$ cat src/txfsv_pkg.sv
// ============================================================
// shared constants and carriers for the transmit statistics block
package txfsv_pkg;

  // ============================================================
  // statistics vector field positions
  localparam int VEC_W_BASE    = 26;
  localparam int VEC_W_PFC     = 27;
  localparam int BIT_SUCCESS   = 0;
  localparam int BIT_BCAST     = 1;
  localparam int BIT_MCAST     = 2;
  localparam int BIT_UNDERRUN  = 3;
  localparam int BIT_CTRL      = 4;
  localparam int LEN_LSB       = 5;
  localparam int LEN_W         = 15;
  localparam int BIT_VLAN      = 20;
  localparam int BV_LSB        = 21;
  localparam int BV_W          = 4;
  localparam int BIT_PAUSE     = 25;
  localparam int BIT_PFC       = 26;

  // ============================================================
  // frame content constants
  localparam logic [14:0] LEN_MAX       = 15'h7FFF;
  localparam logic [15:0] TYPE_MAC_CTRL = 16'h8808;
  localparam logic [15:0] TYPE_VLAN     = 16'h8100;
  localparam logic [47:0] ADDR_BCAST    = 48'hFFFF_FFFF_FFFF;
  localparam logic [3:0]  BEAT_BYTES    = 4'h8;

  // ============================================================
  // register map (byte addresses) and reset values
  localparam logic [7:0]  REG_CTRL      = 8'h00;
  localparam logic [7:0]  REG_STATUS    = 8'h04;
  localparam logic [7:0]  REG_MASK      = 8'h08;
  localparam logic [7:0]  REG_LAST_VEC  = 8'h0C;
  localparam logic [7:0]  REG_FRAME_CNT = 8'h10;
  localparam logic [0:0]  CTRL_RST      = 1'h0;
  localparam logic [2:0]  MASK_RST      = 3'h0;
  localparam int          CTRL_VLAN_EN  = 0;
  localparam int          ST_FRAME_DONE = 0;
  localparam int          ST_UNDERRUN   = 1;
  localparam int          ST_PAUSE      = 2;
  localparam int          ST_W          = 3;

  // ============================================================
  // one beat of the outgoing frame as it leaves toward the phy
  typedef struct packed {
    logic        valid;      // beat carries frame bytes
    logic        first;      // first beat of frame
    logic        last;       // last beat of frame
    logic [3:0]  bytes;      // bytes in this beat, 1..8
    logic [63:0] data;       // byte 0 in bits 7:0
    logic        underrun;   // frame cut short by underrun
    logic        pause_sent; // frame is a pause frame raised by pause request
    logic        pfc_sent;   // frame is a generated pfc frame
  } txfsv_beat_s;

  // per-frame summary
  typedef struct packed {
    logic        pfc;
    logic        pause;
    logic        vlan;
    logic [14:0] length;
    logic        ctrl;
    logic        underrun;
    logic        mcast;
    logic        bcast;
    logic        success;
  } txfsv_flags_s;

  typedef enum logic [2:0] {
    TXFSV_IDLE = 3'b001,
    TXFSV_HDR  = 3'b010,
    TXFSV_BODY = 3'b100
  } txfsv_state_e;

endpackage

$ cat src/txfsv_parser.sv
// ============================================================
// frame parser: gathers per-frame flags and length from beats
module txfsv_parser
  import txfsv_pkg::*;
(
  // clock and reset
  input  wire logic         core_clk_in,
  input  wire logic         rst_in,
  // control
  input  wire logic         vlan_en_in,
  // beat stream
  input  wire txfsv_beat_s  beat_in,
  // frame summary
  output txfsv_flags_s      flags_out,
  output logic              done_out
);

  txfsv_state_e state;
  txfsv_state_e next_state;
  txfsv_flags_s acc;
  txfsv_flags_s next_acc;
  txfsv_flags_s next_flags;
  logic         next_done;
  logic [15:0]  sum;
  logic [15:0]  ltype;

  // ============================================================
  // next state of the accumulators
  always_comb
  begin
    next_state = state;
    next_acc   = acc;
    next_flags = flags_out;
    next_done  = 1'b0;
    ltype      = {beat_in.data[39:32], beat_in.data[47:40]};
    sum        = 16'h0000;
    if (beat_in.valid)
    begin
      if (beat_in.first)
      begin
        next_acc          = '0;
        next_acc.mcast    = beat_in.data[0];
        next_acc.bcast    = beat_in.data[47:0] == ADDR_BCAST;
        next_acc.length   = {11'h000, beat_in.bytes};
        next_state        = TXFSV_HDR;
      end
      else
      begin
        // length saturates rather than wrapping on jumbo frames
        sum            = {1'b0, acc.length} + {12'h000, beat_in.bytes};
        next_acc.length = sum[15] ? LEN_MAX : sum[14:0];
        if (state == TXFSV_HDR)
        begin
          next_acc.ctrl = ltype == TYPE_MAC_CTRL;
          next_acc.vlan = (ltype == TYPE_VLAN) && vlan_en_in;
          next_state    = TXFSV_BODY;
        end
      end
      next_acc.underrun = next_acc.underrun | beat_in.underrun;
      next_acc.pause    = next_acc.pause | beat_in.pause_sent;
      next_acc.pfc      = next_acc.pfc | beat_in.pfc_sent;
      if (beat_in.last)
      begin
        next_flags         = next_acc;
        next_flags.success = ~next_acc.underrun;
        next_done          = 1'b1;
        next_state         = TXFSV_IDLE;
      end
    end
  end

  // ============================================================
  // register the accumulators
  always_ff @(posedge core_clk_in or posedge rst_in)
  begin
    if (rst_in)
    begin
      state     <= TXFSV_IDLE;
      acc       <= '0;
      flags_out <= '0;
      done_out  <= 1'b0;
    end
    else
    begin
      state     <= next_state;
      acc       <= next_acc;
      flags_out <= next_flags;
      done_out  <= next_done;
    end
  end

endmodule

$ cat src/txfsv_top.sv
// ============================================================
// transmit statistics vector with ahb-lite register access

// What this block does
// - The statistics bus is 26 bits wide, or 27 bits when priority flow control is built in.
// - The bus is driven on the core clock after each sent frame, its flags meaningful only with the valid strobe.
// - The last-beat byte count field is meaningful on every clock cycle regardless of the strobe.
// - The last-beat byte count gives the frame bytes sent in the latest cycle, from 0 to 8.
// - The byte count is taken from an earlier pipeline point than the flags, so users must not align them.
// - With priority flow control built in, the top bit marks a generated and sent pfc frame.
// - The pause bit marks a previous frame that was a pause frame raised by the pause request.
// - The tagged bit marks a previous frame carrying a vlan type while vlan handling is enabled.
// - The length field gives the previous frame's phy-side length with pad and fcs, saturating at 32767.
// - The control bit marks a previous frame whose type field held 88-08.
// - The underrun bit marks a previous frame cut short by underrun.
// - The multicast bit marks a previous frame with a multicast destination.
// - The broadcast bit marks a previous frame with the broadcast destination.
// - The success bit marks a previous frame sent without error.
module txfsv_top
  import txfsv_pkg::*;
#(
  parameter bit PFC_EN = 1'b0,
  parameter int VEC_W  = PFC_EN ? VEC_W_PFC : VEC_W_BASE
)
(
  // clock and reset
  input  wire logic         core_clk_in,
  input  wire logic         rst_in,
  // ahb-lite slave
  input  wire logic         hsel_in,
  input  wire logic [31:0]  haddr_in,
  input  wire logic [1:0]   htrans_in,
  input  wire logic         hwrite_in,
  input  wire logic [2:0]   hsize_in,
  input  wire logic         hready_in,
  input  wire logic [31:0]  hwdata_in,
  output logic [31:0]       hrdata_out,
  output logic              hreadyout_out,
  output logic              hresp_out,
  // transmit beat stream from the transmitter
  input  wire txfsv_beat_s  tx_beat_in,
  // statistics outputs
  output logic [VEC_W-1:0]  tx_stats_vector_out,
  output logic              tx_stats_valid_out,
  // interrupt
  output logic              irq_out
);

  txfsv_flags_s      flags;
  logic              done;
  logic              vlan_en;
  logic [ST_W-1:0]   status;
  logic [ST_W-1:0]   mask;
  logic [31:0]       frame_cnt;
  logic [VEC_W-1:0]  last_vec;
  logic              dp_act;
  logic              dp_write;
  logic [7:0]        dp_addr;

  logic              next_vlan_en;
  logic [ST_W-1:0]   next_status;
  logic [ST_W-1:0]   next_mask;
  logic [31:0]       next_frame_cnt;
  logic [VEC_W-1:0]  next_last_vec;
  logic [VEC_W-1:0]  next_vec;
  logic              next_valid;
  logic              next_irq;
  logic              next_dp_act;
  logic              next_dp_write;
  logic [7:0]        next_dp_addr;
  logic [31:0]       next_hrdata;
  logic              next_hreadyout;
  logic [ST_W-1:0]   ev;
  logic [ST_W-1:0]   rd_clr;
  logic [31:0]       rd_val;

  // ============================================================
  // frame parser
  txfsv_parser u_parser (
    .core_clk_in (core_clk_in),
    .rst_in      (rst_in),
    .vlan_en_in  (vlan_en),
    .beat_in     (tx_beat_in),
    .flags_out   (flags),
    .done_out    (done)
  );

  // ============================================================
  // statistics vector assembly
  always_comb
  begin
    next_vec   = tx_stats_vector_out;
    next_valid = done;
    // byte count tracks the raw beat, one stage ahead of the flags
    next_vec[BV_LSB +: BV_W] = tx_beat_in.valid ? tx_beat_in.bytes : 4'h0;
    if (done)
    begin
      next_vec[BIT_SUCCESS]         = flags.success;
      next_vec[BIT_BCAST]           = flags.bcast;
      next_vec[BIT_MCAST]           = flags.mcast;
      next_vec[BIT_UNDERRUN]        = flags.underrun;
      next_vec[BIT_CTRL]            = flags.ctrl;
      next_vec[LEN_LSB +: LEN_W]    = flags.length;
      next_vec[BIT_VLAN]            = flags.vlan;
      next_vec[BIT_PAUSE]           = flags.pause;
      // index folds to the pause bit without pfc, so that bit is never overwritten
      if (PFC_EN)
      begin
        next_vec[PFC_EN ? BIT_PFC : BIT_PAUSE] = PFC_EN ? flags.pfc : flags.pause;
      end
    end
  end

  always_ff @(posedge core_clk_in or posedge rst_in)
  begin
    if (rst_in)
    begin
      tx_stats_vector_out <= '0;
      tx_stats_valid_out  <= 1'b0;
    end
    else
    begin
      tx_stats_vector_out <= next_vec;
      tx_stats_valid_out  <= next_valid;
    end
  end

  // ============================================================
  // ahb-lite slave: one wait state, data answered from a flop
  always_comb
  begin
    next_dp_act    = 1'b0;
    next_dp_write  = dp_write;
    next_dp_addr   = dp_addr;
    next_hreadyout = 1'b1;
    next_hrdata    = hrdata_out;
    rd_val         = 32'h0000_0000;
    unique case (dp_addr)
      REG_CTRL:      rd_val = {31'h0000_0000, vlan_en};
      REG_STATUS:    rd_val = {29'h0000_0000, status};
      REG_MASK:      rd_val = {29'h0000_0000, mask};
      REG_LAST_VEC:  rd_val = 32'(last_vec);
      REG_FRAME_CNT: rd_val = frame_cnt;
      default:       rd_val = 32'h0000_0000;  // unmapped reads as zero
    endcase
    if (dp_act)
    begin
      next_hrdata = dp_write ? 32'h0000_0000 : rd_val;
    end
    else if (hsel_in && htrans_in[1] && hready_in)
    begin
      // accept address phase, stall the data phase one cycle
      next_dp_act    = 1'b1;
      next_dp_write  = hwrite_in;
      next_dp_addr   = {haddr_in[7:2], 2'b00};
      next_hreadyout = 1'b0;
    end
  end

  always_ff @(posedge core_clk_in or posedge rst_in)
  begin
    if (rst_in)
    begin
      dp_act        <= 1'b0;
      dp_write      <= 1'b0;
      dp_addr       <= 8'h00;
      hrdata_out    <= 32'h0000_0000;
      hreadyout_out <= 1'b1;
      hresp_out     <= 1'b0;
    end
    else
    begin
      dp_act        <= next_dp_act;
      dp_write      <= next_dp_write;
      dp_addr       <= next_dp_addr;
      hrdata_out    <= next_hrdata;
      hreadyout_out <= next_hreadyout;
      hresp_out     <= 1'b0;              // always okay
    end
  end

  // ============================================================
  // control, status, mask and counters
  always_comb
  begin
    next_vlan_en   = vlan_en;
    next_mask      = mask;
    next_frame_cnt = frame_cnt;
    next_last_vec  = last_vec;
    ev             = '0;
    rd_clr         = '0;
    if (done)
    begin
      ev[ST_FRAME_DONE] = 1'b1;
      ev[ST_UNDERRUN]   = flags.underrun;
      ev[ST_PAUSE]      = flags.pause;
      next_frame_cnt    = frame_cnt + 32'h0000_0001;
    end
    if (next_valid)
    begin
      next_last_vec = next_vec;
    end
    if (dp_act && dp_write)
    begin
      if (dp_addr == REG_CTRL)
      begin
        next_vlan_en = hwdata_in[CTRL_VLAN_EN];
      end
      if (dp_addr == REG_MASK)
      begin
        next_mask = hwdata_in[ST_W-1:0];
      end
    end
    if (dp_act && !dp_write && dp_addr == REG_STATUS)
    begin
      rd_clr = '1;
    end
    // a new event in the clearing cycle survives
    next_status = (status & ~rd_clr) | ev;
    next_irq    = |(next_status & mask);
  end

  always_ff @(posedge core_clk_in or posedge rst_in)
  begin
    if (rst_in)
    begin
      vlan_en   <= CTRL_RST;
      mask      <= MASK_RST;
      status    <= '0;
      frame_cnt <= 32'h0000_0000;
      last_vec  <= '0;
      irq_out   <= 1'b0;
    end
    else
    begin
      vlan_en   <= next_vlan_en;
      mask      <= next_mask;
      status    <= next_status;
      frame_cnt <= next_frame_cnt;
      last_vec  <= next_last_vec;
      irq_out   <= next_irq;
    end
  end

endmodule

$ cat config.mk
export PLATFORM = sky130hd
export DESIGN_NAME = txfsv_top
export DESIGN_NICKNAME = d
export VERILOG_FILES = /design/src/txfsv_pkg.sv /design/src/txfsv_parser.sv /design/src/txfsv_top.sv
export SDC_FILE = /design/constraint.sdc
export NUM_CORES = 1
export LEC_CHECK = 0
export BUFFER_PORTS_ARGS = -buffer_cell sky130_fd_sc_hd__clkbuf_2
export CAP_MARGIN = 10
export CORE_MARGIN = 1
export CORE_UTILIZATION = 45
export DETAILED_ROUTE_END_ITERATION = 7
export PLACE_DENSITY = 0.78
export RECOVER_POWER = 50
export SYNTH_ARGS = -nofsm -noshare
export SYNTH_HDL_FRONTEND = slang
export SYNTH_SLANG_ARGS = --single-unit
$ cat constraint.sdc
create_clock -name core_clk_in -period 5.4 [get_ports core_clk_in]
set_input_delay 0.54 -clock core_clk_in [delete_from_list [all_inputs] [get_ports core_clk_in]]
set_output_delay 0.54 -clock core_clk_in [all_outputs]
set_load 0.02 [all_outputs]
==> results.txt, run 1 <==
Sw Pwr = 0.8937 mW
Later-pin clock latency in the skew report = 0.43 ns
Final Instance Area = 0.009359 sq mm
Post-synthesis register bit count = 181
Iteration-0 DRC Markers = 475
Clk root buf = clkbuf_16
DRC = 0
Fin. max-slew vios = 78
Critical Path Sink = last_vec[20]$_DFFE_PP0P_
Comb pwr share = 0.129
Total design power = 3.250 mW
Drt total wl = 18.07 mm
List of most frequent post-synthesis cells = dfrtp_1 (179), nand2_1 (99), inv_1 (82), o21ai_0 (70), clkbuf_1 (33)
Sequential-to-total area share from yosys stat = 0.5701
Unique masters post-synth = 61
Post-route ant nets = 0
Worst IR Drop VDD = 234.4 uV
Final setup viols = 0
Worst reg2reg path depth = 3
Max_cap viols = 1
R2R Setup Slk = 2.14 ns
Setup crit end kind = register
Leakage power = 4.319 nW
Core Box Area = 0.01730 sq mm
PD cells = 347.2 mW/mm^2
Pre-antenna DRT Iters = 5
Largest net degree at the start of global routing = 182
Post-Place Cell Area = 0.008785 sq mm
Die X = 134.9 um
Crit-path slowest cell = clkbuf_1
Share of cells above drive strength 1 = 0.2090
EDFF count, synth = 0
Clk pwr share = 0.379
Post-Syn Nets = 938
Synthesized area = 0.007949 sq mm
Vias per inst = 5.403
Crit-path max cell delay = 2.00 ns
Global-route wire length before repair = 29.57 mm
CP Max Fanout = 77
CP Class = reg2reg
Min-Delay Path Class = in2reg
Worst Max-Slew Pin Slew = 2.846 ns
Die area = 0.01820 sq mm
Min Tclk post-route = 3.258 ns
Synth top area cells = dfrtp_1 (56%), nand2_1 (4.7%), o21ai_0 (4.4%)
Setup TNS = 0 ns
Cell row count = 48
Layout net count = 1,055
Area growth from synthesis to layout = 17.74%
Cell count after synthesis = 784
Hpwl dp = 12.40 mm
Wirelength per Cell = 15.86 um
RSZ-0062 raised after global routing = false
Post-cts sizing count = 0
Switching Fraction = 0.2750
Cells after DPL = 1,107
Reg-to-reg startpoint = u_parser.done_out$_DFF_PP0_
Internal power = 2.356 mW
Share of the synthesized area in the top cell type = 0.5635
Worst R2R End = last_vec[20]$_DFFE_PP0P_
Max-slew headroom = -0.8971
Count leader, synth = dfrtp_1
Remaining Overflow, GRT = 0
Port Buffer Count = 132
Vias in the first global route = 5,778
DR vias = 6,154
# IOs = 210
CTS Hold Bufs = 0
Syn_area_per_cell = 10.14 sq um
Chip Height = 134.9 um
Post-CTS Setup Bufs = 0
Outcome = finished with violations
Share of power burned in registers = 0.492
# clock sinks = 181
Post-Route Utilization = 0.5411
Clock-pin slew on the worst setup and hold paths = 0.07 ns
Critical Path AT = 3.57 ns
Primary FF master, synth = dfrtp_1
Crit. Startpoint = u_parser.done_out$_DFF_PP0_
Crit path cell chain = clkbuf_1, nand2_1, o21ai_0
Startpoint Class = register
Post-Layout Cell Count = 1,139
Routability Congestion = 0.9092
Failing checks = capacitance limit, slew limit
Starting density of the core = 0.4596
Final Cycle Share = 0.6033
Critical Path RT = 5.71 ns
Clock skew = 0.009194 ns
# diodes = 0
Antenna violations before repair = 1
Max H-tree Level = 4
GRT Util Overall = 0.2110
YS warnings = 0
FFs w/ async S/R, synth = 1.000
CTS tree = done
Number of CTS-inserted buffers = 17
Cell accounting for the most synthesized area = dfrtp_1
Final hold violation count = 0
CTS Buffer Depth = 2
Max Freq = 0.3070 GHz
-- cells by family after synthesis --
logic type	share of synthesized area
other	0.0004718
AND/OR/NAND/NOR	0.1420
multiplexers	0.02518
XOR/XNOR	0.04297
AO/OA/AOI/OAI	0.1494
flip-flops	0.5701
buffers and inverters	0.05950
adder cells (fa/ha/maj)	0.01039
-- critical path, delay by kind of cell, from the launching register on --
family | cells | cell delay [ns]
buf+inv | 1 | 2.00
compound gates | 1 | 0.26
flops | 1 | 0.35
simple gates | 1 | 0.51
-- metrics by stage --
| step | setup WS (ns) | hold WS [ns] |
|---|---|---|
| 2_1_floorplan | 2.539 | 0.4179 |
| 3_3_place_gp | 2.566 | 0.4479 |
| 3_5_place_dp | 2.539 | 0.4565 |
| 4_1_cts | 2.815 | 0.2816 |
| 5_1_grt | 1.767 | 0.2833 |
| 6_report | 2.142 | 0.2892 |
-- power by group through the flow --
| stage | registers [mW] | clock network, mW | logic [mW] |
|---|---|---|---|
| global route | 1.62 | 1.31 | 0.472 |
| floorplan | 1.61 | 0 | 0.277 |
| CTS | 1.60 | 1.25 | 0.423 |
| detailed placement | 1.62 | 0 | 0.421 |
| global placement | 1.62 | 0 | 0.408 |
| finish | 1.60 | 1.23 | 0.419 |
-- cell usage in the layout, fill, tap and decap left out, types with 14 or more instances in the layout --
master / instances
a21oi_1: 20
xnor2_1: 29
a22oi_1: 23
nand4_1: 23
nand2_1: 99
nor3_1: 15
mux2_2: 14
dfrtp_1: 178
o22ai_1: 26
clkbuf_16: 17
inv_1: 81
nor2_1: 27
nand3_1: 21
o21ai_0: 70
clkbuf_2: 131
-- registers in the layout (all words and copies together) (netlist names), 3 cells and up --
register and count:
frame_cnt 32, hrdata_out 32, last_vec 26, tx_stats_vector_out 26, u_parser.flags_out 22, u_parser.acc 21
dp_addr 6, mask 3, status 3, u_parser.state 3
-- final cells by class --
type | instances | area [sq um]
flip-flops and latches | 181 | 4533
clock inverters | 11 | 125.1
well taps | 225 | 281.5
repair buffers | 137 | 701.9
fillers | 1545 | 7938
inverters | 83 | 312.8
clock buffers | 21 | 460.4
multi-input cells | 481 | 2944
-- worst min-delay path by stage --
stage	depth (start not counted)	slack (ns)	start	endpoint
floorplan	0	0.42	u_parser.done_out$_DFF_PP0_	tx_stats_valid_out$_DFF_PP0_
global placement	2	0.45	u_parser.state[0]$_DFFE_PP1P_	u_parser.state[0]$_DFFE_PP1P_
detailed placement	2	0.46	u_parser.flags_out[9]$_DFFE_PP0P_	u_parser.flags_out[9]$_DFFE_PP0P_
CTS	3	0.28	haddr_in[6]	dp_addr[6]$_DFFE_PP0P_
global route	3	0.28	haddr_in[6]	dp_addr[6]$_DFFE_PP0P_
finish	3	0.29	haddr_in[6]	dp_addr[6]$_DFFE_PP0P_
-- routing by layer --
layer	track usage	vias to the layer above	wire length [um]
li1	-	2959	-
met1	0.2924	2966	8301
met2	0.3302	206	8428
met3	0.04917	23	1075
met4	0.06242	0	259
met5	0	-	0
Power figures use the tool's default switching activity.
==> run 2, diff against run 1 <==
Clock period 5.4 ns to 2.7 ns, I/O delays scaled along.
==> results.txt, run 2 (synthesis results as in run 1) <==
Dpl ws = 0.4130 ns
Total design power = 6.522 mW
Global-route wire length before repair = 29.81 mm
Min-Delay Path Class = in2reg
Worst R2R End = u_parser.flags_out[7]$_DFFE_PP0P_
Fin. max-slew vios = 74
CP Class = reg2reg
Number of CTS-inserted buffers = 17
# IOs = 210
Multi-input gate area = 0.002944 sq mm
Iteration-0 DRC Markers = 514
DRC = 0
Clk root buf = clkbuf_16
Commonest cells after routing, fill and taps aside = dfrtp_1 (178), clkbuf_2 (117), nand2_1 (99)
Worst IR Drop VDD = 507.9 uV
Post-Route Utilization = 0.5430
Critical Path AT = 2.61 ns
# diodes = 0
Critical Path Sink = u_parser.flags_out[7]$_DFFE_PP0P_
Core Box Area = 0.01730 sq mm
Post-route ant nets = 0
Min Tclk post-route = 2.300 ns
Cell row count = 48
Max-slew headroom = -0.1525
Share of cells above drive strength 1 = 0.1996
Max_cap viols = 1
Outcome = finished with violations
CTS tree = done
Comb pwr share = 0.130
Crit path cell chain = ha_1, a211oi_1, o21ba_2, or3_1, a2bb2oi_2, mux2_2
Clock skew = 0.009097 ns
Final Cycle Share = 0.8517
Final setup viols = 0
CP Max Fanout = 9
Share of power burned in registers = 0.492
Max Freq = 0.4349 GHz
Routability Congestion = 0.8727
Later-pin clock latency in the skew report = 0.43 ns
Switching Fraction = 0.2789
DR vias = 6,298
Sw Pwr = 1.819 mW
Critical Path RT = 3.01 ns
# fillers = 1,542
Remaining Overflow, GRT = 0
Commonest non-fill, non-tap cell in the layout = dfrtp_1
Post-CTS Setup Bufs = 0
Setup crit end kind = register
Clock-pin slew on the worst setup and hold paths = 0.07 ns
R2R Setup Slk = 0.40 ns
Die X = 134.9 um
Clk pwr share = 0.378
Max H-tree Level = 4
Largest regs = frame_cnt: 32 flops, hrdata_out: 32 flops
Layout net count = 1,063
PD cells = 694.4 mW/mm^2
RSZ-0062 raised after global routing = false
Area growth from synthesis to layout = 18.15%
Hpwl dp = 12.83 mm
Final WS setup = 0.4004 ns
Failing checks = capacitance limit, slew limit
Crit. Startpoint = u_parser.acc[6]$_DFFE_PP0P_
FF/Latch Area = 0.004533 sq mm
Vias in the first global route = 5,935
Starting density of the core = 0.4596
Setup TNS = 0 ns
Die area = 0.01820 sq mm
Wirelength per Cell = 15.94 um
Leakage power = 4.306 nW
Pre-antenna DRT Iters = 5
Crit-path max cell delay = 0.42 ns
Port Buffer Count = 132
Worst Max-Slew Pin Slew = 1.729 ns
CTS Buffer Depth = 2
Vias per inst = 5.491
Drt total wl = 18.29 mm
GRT Util Overall = 0.2106
Worst reg2reg path depth = 6
Hold_ws = 0.03791 ns
Final hold violation count = 0
Largest net degree at the start of global routing = 109
Crit-path slowest cell = dfrtp_1
Antenna violations before repair = 0
Chip Height = 134.9 um
Internal power = 4.703 mW
Reg-to-reg startpoint = u_parser.acc[6]$_DFFE_PP0P_
Startpoint Class = register
# clock sinks = 181
## run 2: timing repair
item,CTS,global route
gates resized for setup,0,0
hold buffers,1,0
endpoints found under the hold margin,72,0
## run 2: cell type report
class	count	share of cell area
well taps	225	0.02998
clock buffers	19	0.04716
flip-flops and latches	181	0.4827
clock inverters	13	0.01559
repair buffers	145	0.07780
multi-input cells	481	0.3135
inverters	83	0.03331
## run 2: worst min path at each step
stage	startpoint	end	slack, ns	cells after the start
floorplan	tx_beat_in[71]	u_parser.state[1]$_DFFE_PP0P_	0.35	1
global placement	rst_in	hrdata_out[19]$_DFFE_PP0P_	0.44	3
detailed placement	rst_in	hrdata_out[19]$_DFFE_PP0P_	0.43	3
CTS	tx_beat_in[71]	u_parser.state[1]$_DFFE_PP0P_	0.02	2
global route	haddr_in[4]	dp_addr[4]$_DFFE_PP0P_	0.03	3
finish	haddr_in[2]	dp_addr[2]$_DFFE_PP0P_	0.04	3
## run 2: worst max-delay path: cells and delay by family, from the launching register on
kind,cells,cell delay (ns)
flops,1,0.42
fa+ha+maj,1,0.31
simple gates,1,0.39
compound gates,3,0.78
mux,1,0.28
## run 2: power groups by stage
stage	clock, mW	combinational [mW]	sequential (mW)
global placement	0	0.833	3.24
detailed placement	0	0.859	3.25
CTS	2.51	0.867	3.20
global route	2.61	0.953	3.24
finish	2.46	0.850	3.21
floorplan	0	0.555	3.23
## run 2: metrics by stage
step,cells,cell area (sq um)
finish,1147,9392
global route,1147,9392
CTS,1147,9449
detailed placement,1114,8850
global placement,1114,8850
floorplan,784,7953
## run 2: layer usage
layer | wire length [um] | global-route usage
met5 | 0 | 0
met4 | 253 | 0.06617
met3 | 875 | 0.03716
met2 | 8787 | 0.3348
met1 | 8369 | 0.2943
==> run 3, diff against run 2 <==
Settings changed: SETUP_SLACK_MARGIN set to 0.5.
==> results.txt, run 3 (synthesis results as in run 1) <==
Outcome = completed
Die area = 0.01820 sq mm
Later-pin clock latency in the skew report = 0.43 ns
Antenna violations before repair = 1
DR vias = 6,195
Drt total wl = 18.31 mm
Largest net degree at the start of global routing = 149
CP Class = reg2reg
Hpwl dp = 12.67 mm
Leakage power = 4.217 nW
Clock-pin slew on the worst setup and hold paths = 0.07 ns
Fin. max-slew vios = 0
Routability Congestion = 0.8731
Hold path endpoint = dp_addr[6]$_DFFE_PP0P_
Worst R2R End = u_parser.flags_out[11]$_DFFE_PP0P_
Max H-tree Level = 4
Setup TNS = 0 ns
Clk pwr share = 0.413
Startpoint Class = register
R2R Setup Slk = 0.54 ns
Worst reg2reg path depth = 8
Cell row count = 48
Commonest non-fill, non-tap cell in the layout = dfrtp_1
Switching Fraction = 0.2600
Worst IR Drop VDD = 455.0 uV
Share of power burned in registers = 0.463
Iteration-0 DRC Markers = 482
PD cells = 732.1 mW/mm^2
Min-Delay Path Class = in2reg
Global-route wire length before repair = 29.61 mm
CTS tree = done
Share of cells above drive strength 1 = 0.1551
Port Buffer Count = 132
CTS Buffer Depth = 2
Final Cycle Share = 0.7989
Remaining Overflow, GRT = 0
# clock sinks = 181
Core Box Area = 0.01730 sq mm
Wirelength per Cell = 15.96 um
Final setup viols = 0
Hold Crit Depth = 3
Starting density of the core = 0.4596
DRC = 0
Final hold violation count = 0
Max-slew headroom = 0.1394
Layout net count = 1,063
CP Max Fanout = 4
Clk root buf = clkbuf_16
GRT Util Overall = 0.2102
# IOs = 210
Sw Pwr = 1.804 mW
Commonest cells after routing, fill and taps aside = dfrtp_1 (178), nand2_1 (99), inv_1 (81)
Min Tclk post-route = 2.157 ns
Max Freq = 0.4636 GHz
Number of CTS-inserted buffers = 17
Vias per inst = 5.401
Critical Path AT = 2.48 ns
Die X = 134.9 um
Reg-to-reg startpoint = u_parser.acc[5]$_DFFE_PP0P_
Comb pwr share = 0.124
Critical Path RT = 3.02 ns
Internal power = 5.136 mW
Post-route ant nets = 0
Hold_ws = 0.02435 ns
Total design power = 6.940 mW
Setup crit end kind = register
Max_cap viols = 0
Largest regs = frame_cnt: 32 flops, hrdata_out: 32 flops
Critical hold path startpoint = haddr_in[6]
Vias in the first global route = 5,916
Chip Height = 134.9 um
Clock skew = 0.01210 ns
Worst Max-Slew Pin Slew = 1.291 ns
Area growth from synthesis to layout = 19.27%
Pre-antenna DRT Iters = 5
# diodes = 0
RSZ-0062 raised after global routing = true
-- run 3: cell count changes in the layout (fill, tap and decap cells not counted), sizes merged --
cell    before  now
clkinv       6    3
clkbuf     155  153
bufinv       2    7
buf          8   10
inv         85   83
-- run 3: layer usage --
metal	GRT usage	wire [um]	up-vias	part of all wire
met4	0.06554	285	0	0.016
met3	0.05105	916	24	0.050
met1	0.2832	8290	2991	0.45
li1	-	-	2990	-
met2	0.3356	8813	190	0.48
met5	0	0	-	0
-- run 3: power groups by stage --
| stage | Combinational, mW | Sequential (mW) | Clock [mW] |
|---|---|---|---|
| 3_5_place_dp | 0.857 | 3.25 | 0 |
| 5_1_grt | 0.968 | 3.24 | 3.02 |
| 2_1_floorplan | 0.559 | 3.23 | 0 |
| 3_3_place_gp | 0.830 | 3.24 | 0 |
| 6_report | 0.862 | 3.21 | 2.87 |
| 4_1_cts | 0.868 | 3.20 | 2.91 |
-- run 3: worst max path at each step --
stage               cells past startpoint  slack [ns]                   startpoint                                  to
floorplan                               1        0.11                       rst_in                    dp_act$_DFF_PP0_
global placement                        7        0.50               tx_beat_in[68]  u_parser.flags_out[11]$_DFFE_PP0P_
detailed placement                      8        0.41               tx_beat_in[67]  u_parser.flags_out[17]$_DFFE_PP0P_
CTS                                     8        0.53  u_parser.acc[5]$_DFFE_PP0P_  u_parser.flags_out[11]$_DFFE_PP0P_
global route                            6        0.27               tx_beat_in[73]         u_parser.acc[9]$_DFFE_PP0P_
finish                                  8        0.54  u_parser.acc[5]$_DFFE_PP0P_  u_parser.flags_out[11]$_DFFE_PP0P_
-- run 3: cell type report --
cell class	count	area (sq um)
Clock buffer	19	432.9
Tap cell	225	281.5
Timing Repair Buffer	145	690.7
Clock inverter	13	252.7
Fill cell	1513	7816
Inverter	83	312.8
Sequential cell	181	4533
Multi-Input combinational cell	481	2977
-- run 3: metrics by stage --
step	std cells	area, sq um	worst slack [ns]	util
global placement	1113	8835	0.5010	0.5108
floorplan	784	7958	0.1091	-
CTS	1146	9548	0.5292	0.5520
global route	1147	9480	0.2652	0.5481
finish	1147	9480	0.5429	0.5481
detailed placement	1113	8835	0.4141	0.5108
-- run 3: critical path, cell delays in order (launching register included) --
cell	delay (ns)
dfrtp_1	0.39
ha_1	0.23
fa_2	0.39
a211oi_4	0.33
buf_4	0.19
nor3_1	0.06
xnor2_1	0.15
nand2_1	0.11
a22o_1	0.21
-- run 3: timing repair --
item,in CTS,in global routing
hold endpoints to repair,32,0
resized for setup,3,2
setup buffers,0,1
endpoints found under the setup margin,8,9
hold buffers,1,0
pin swaps,1,1
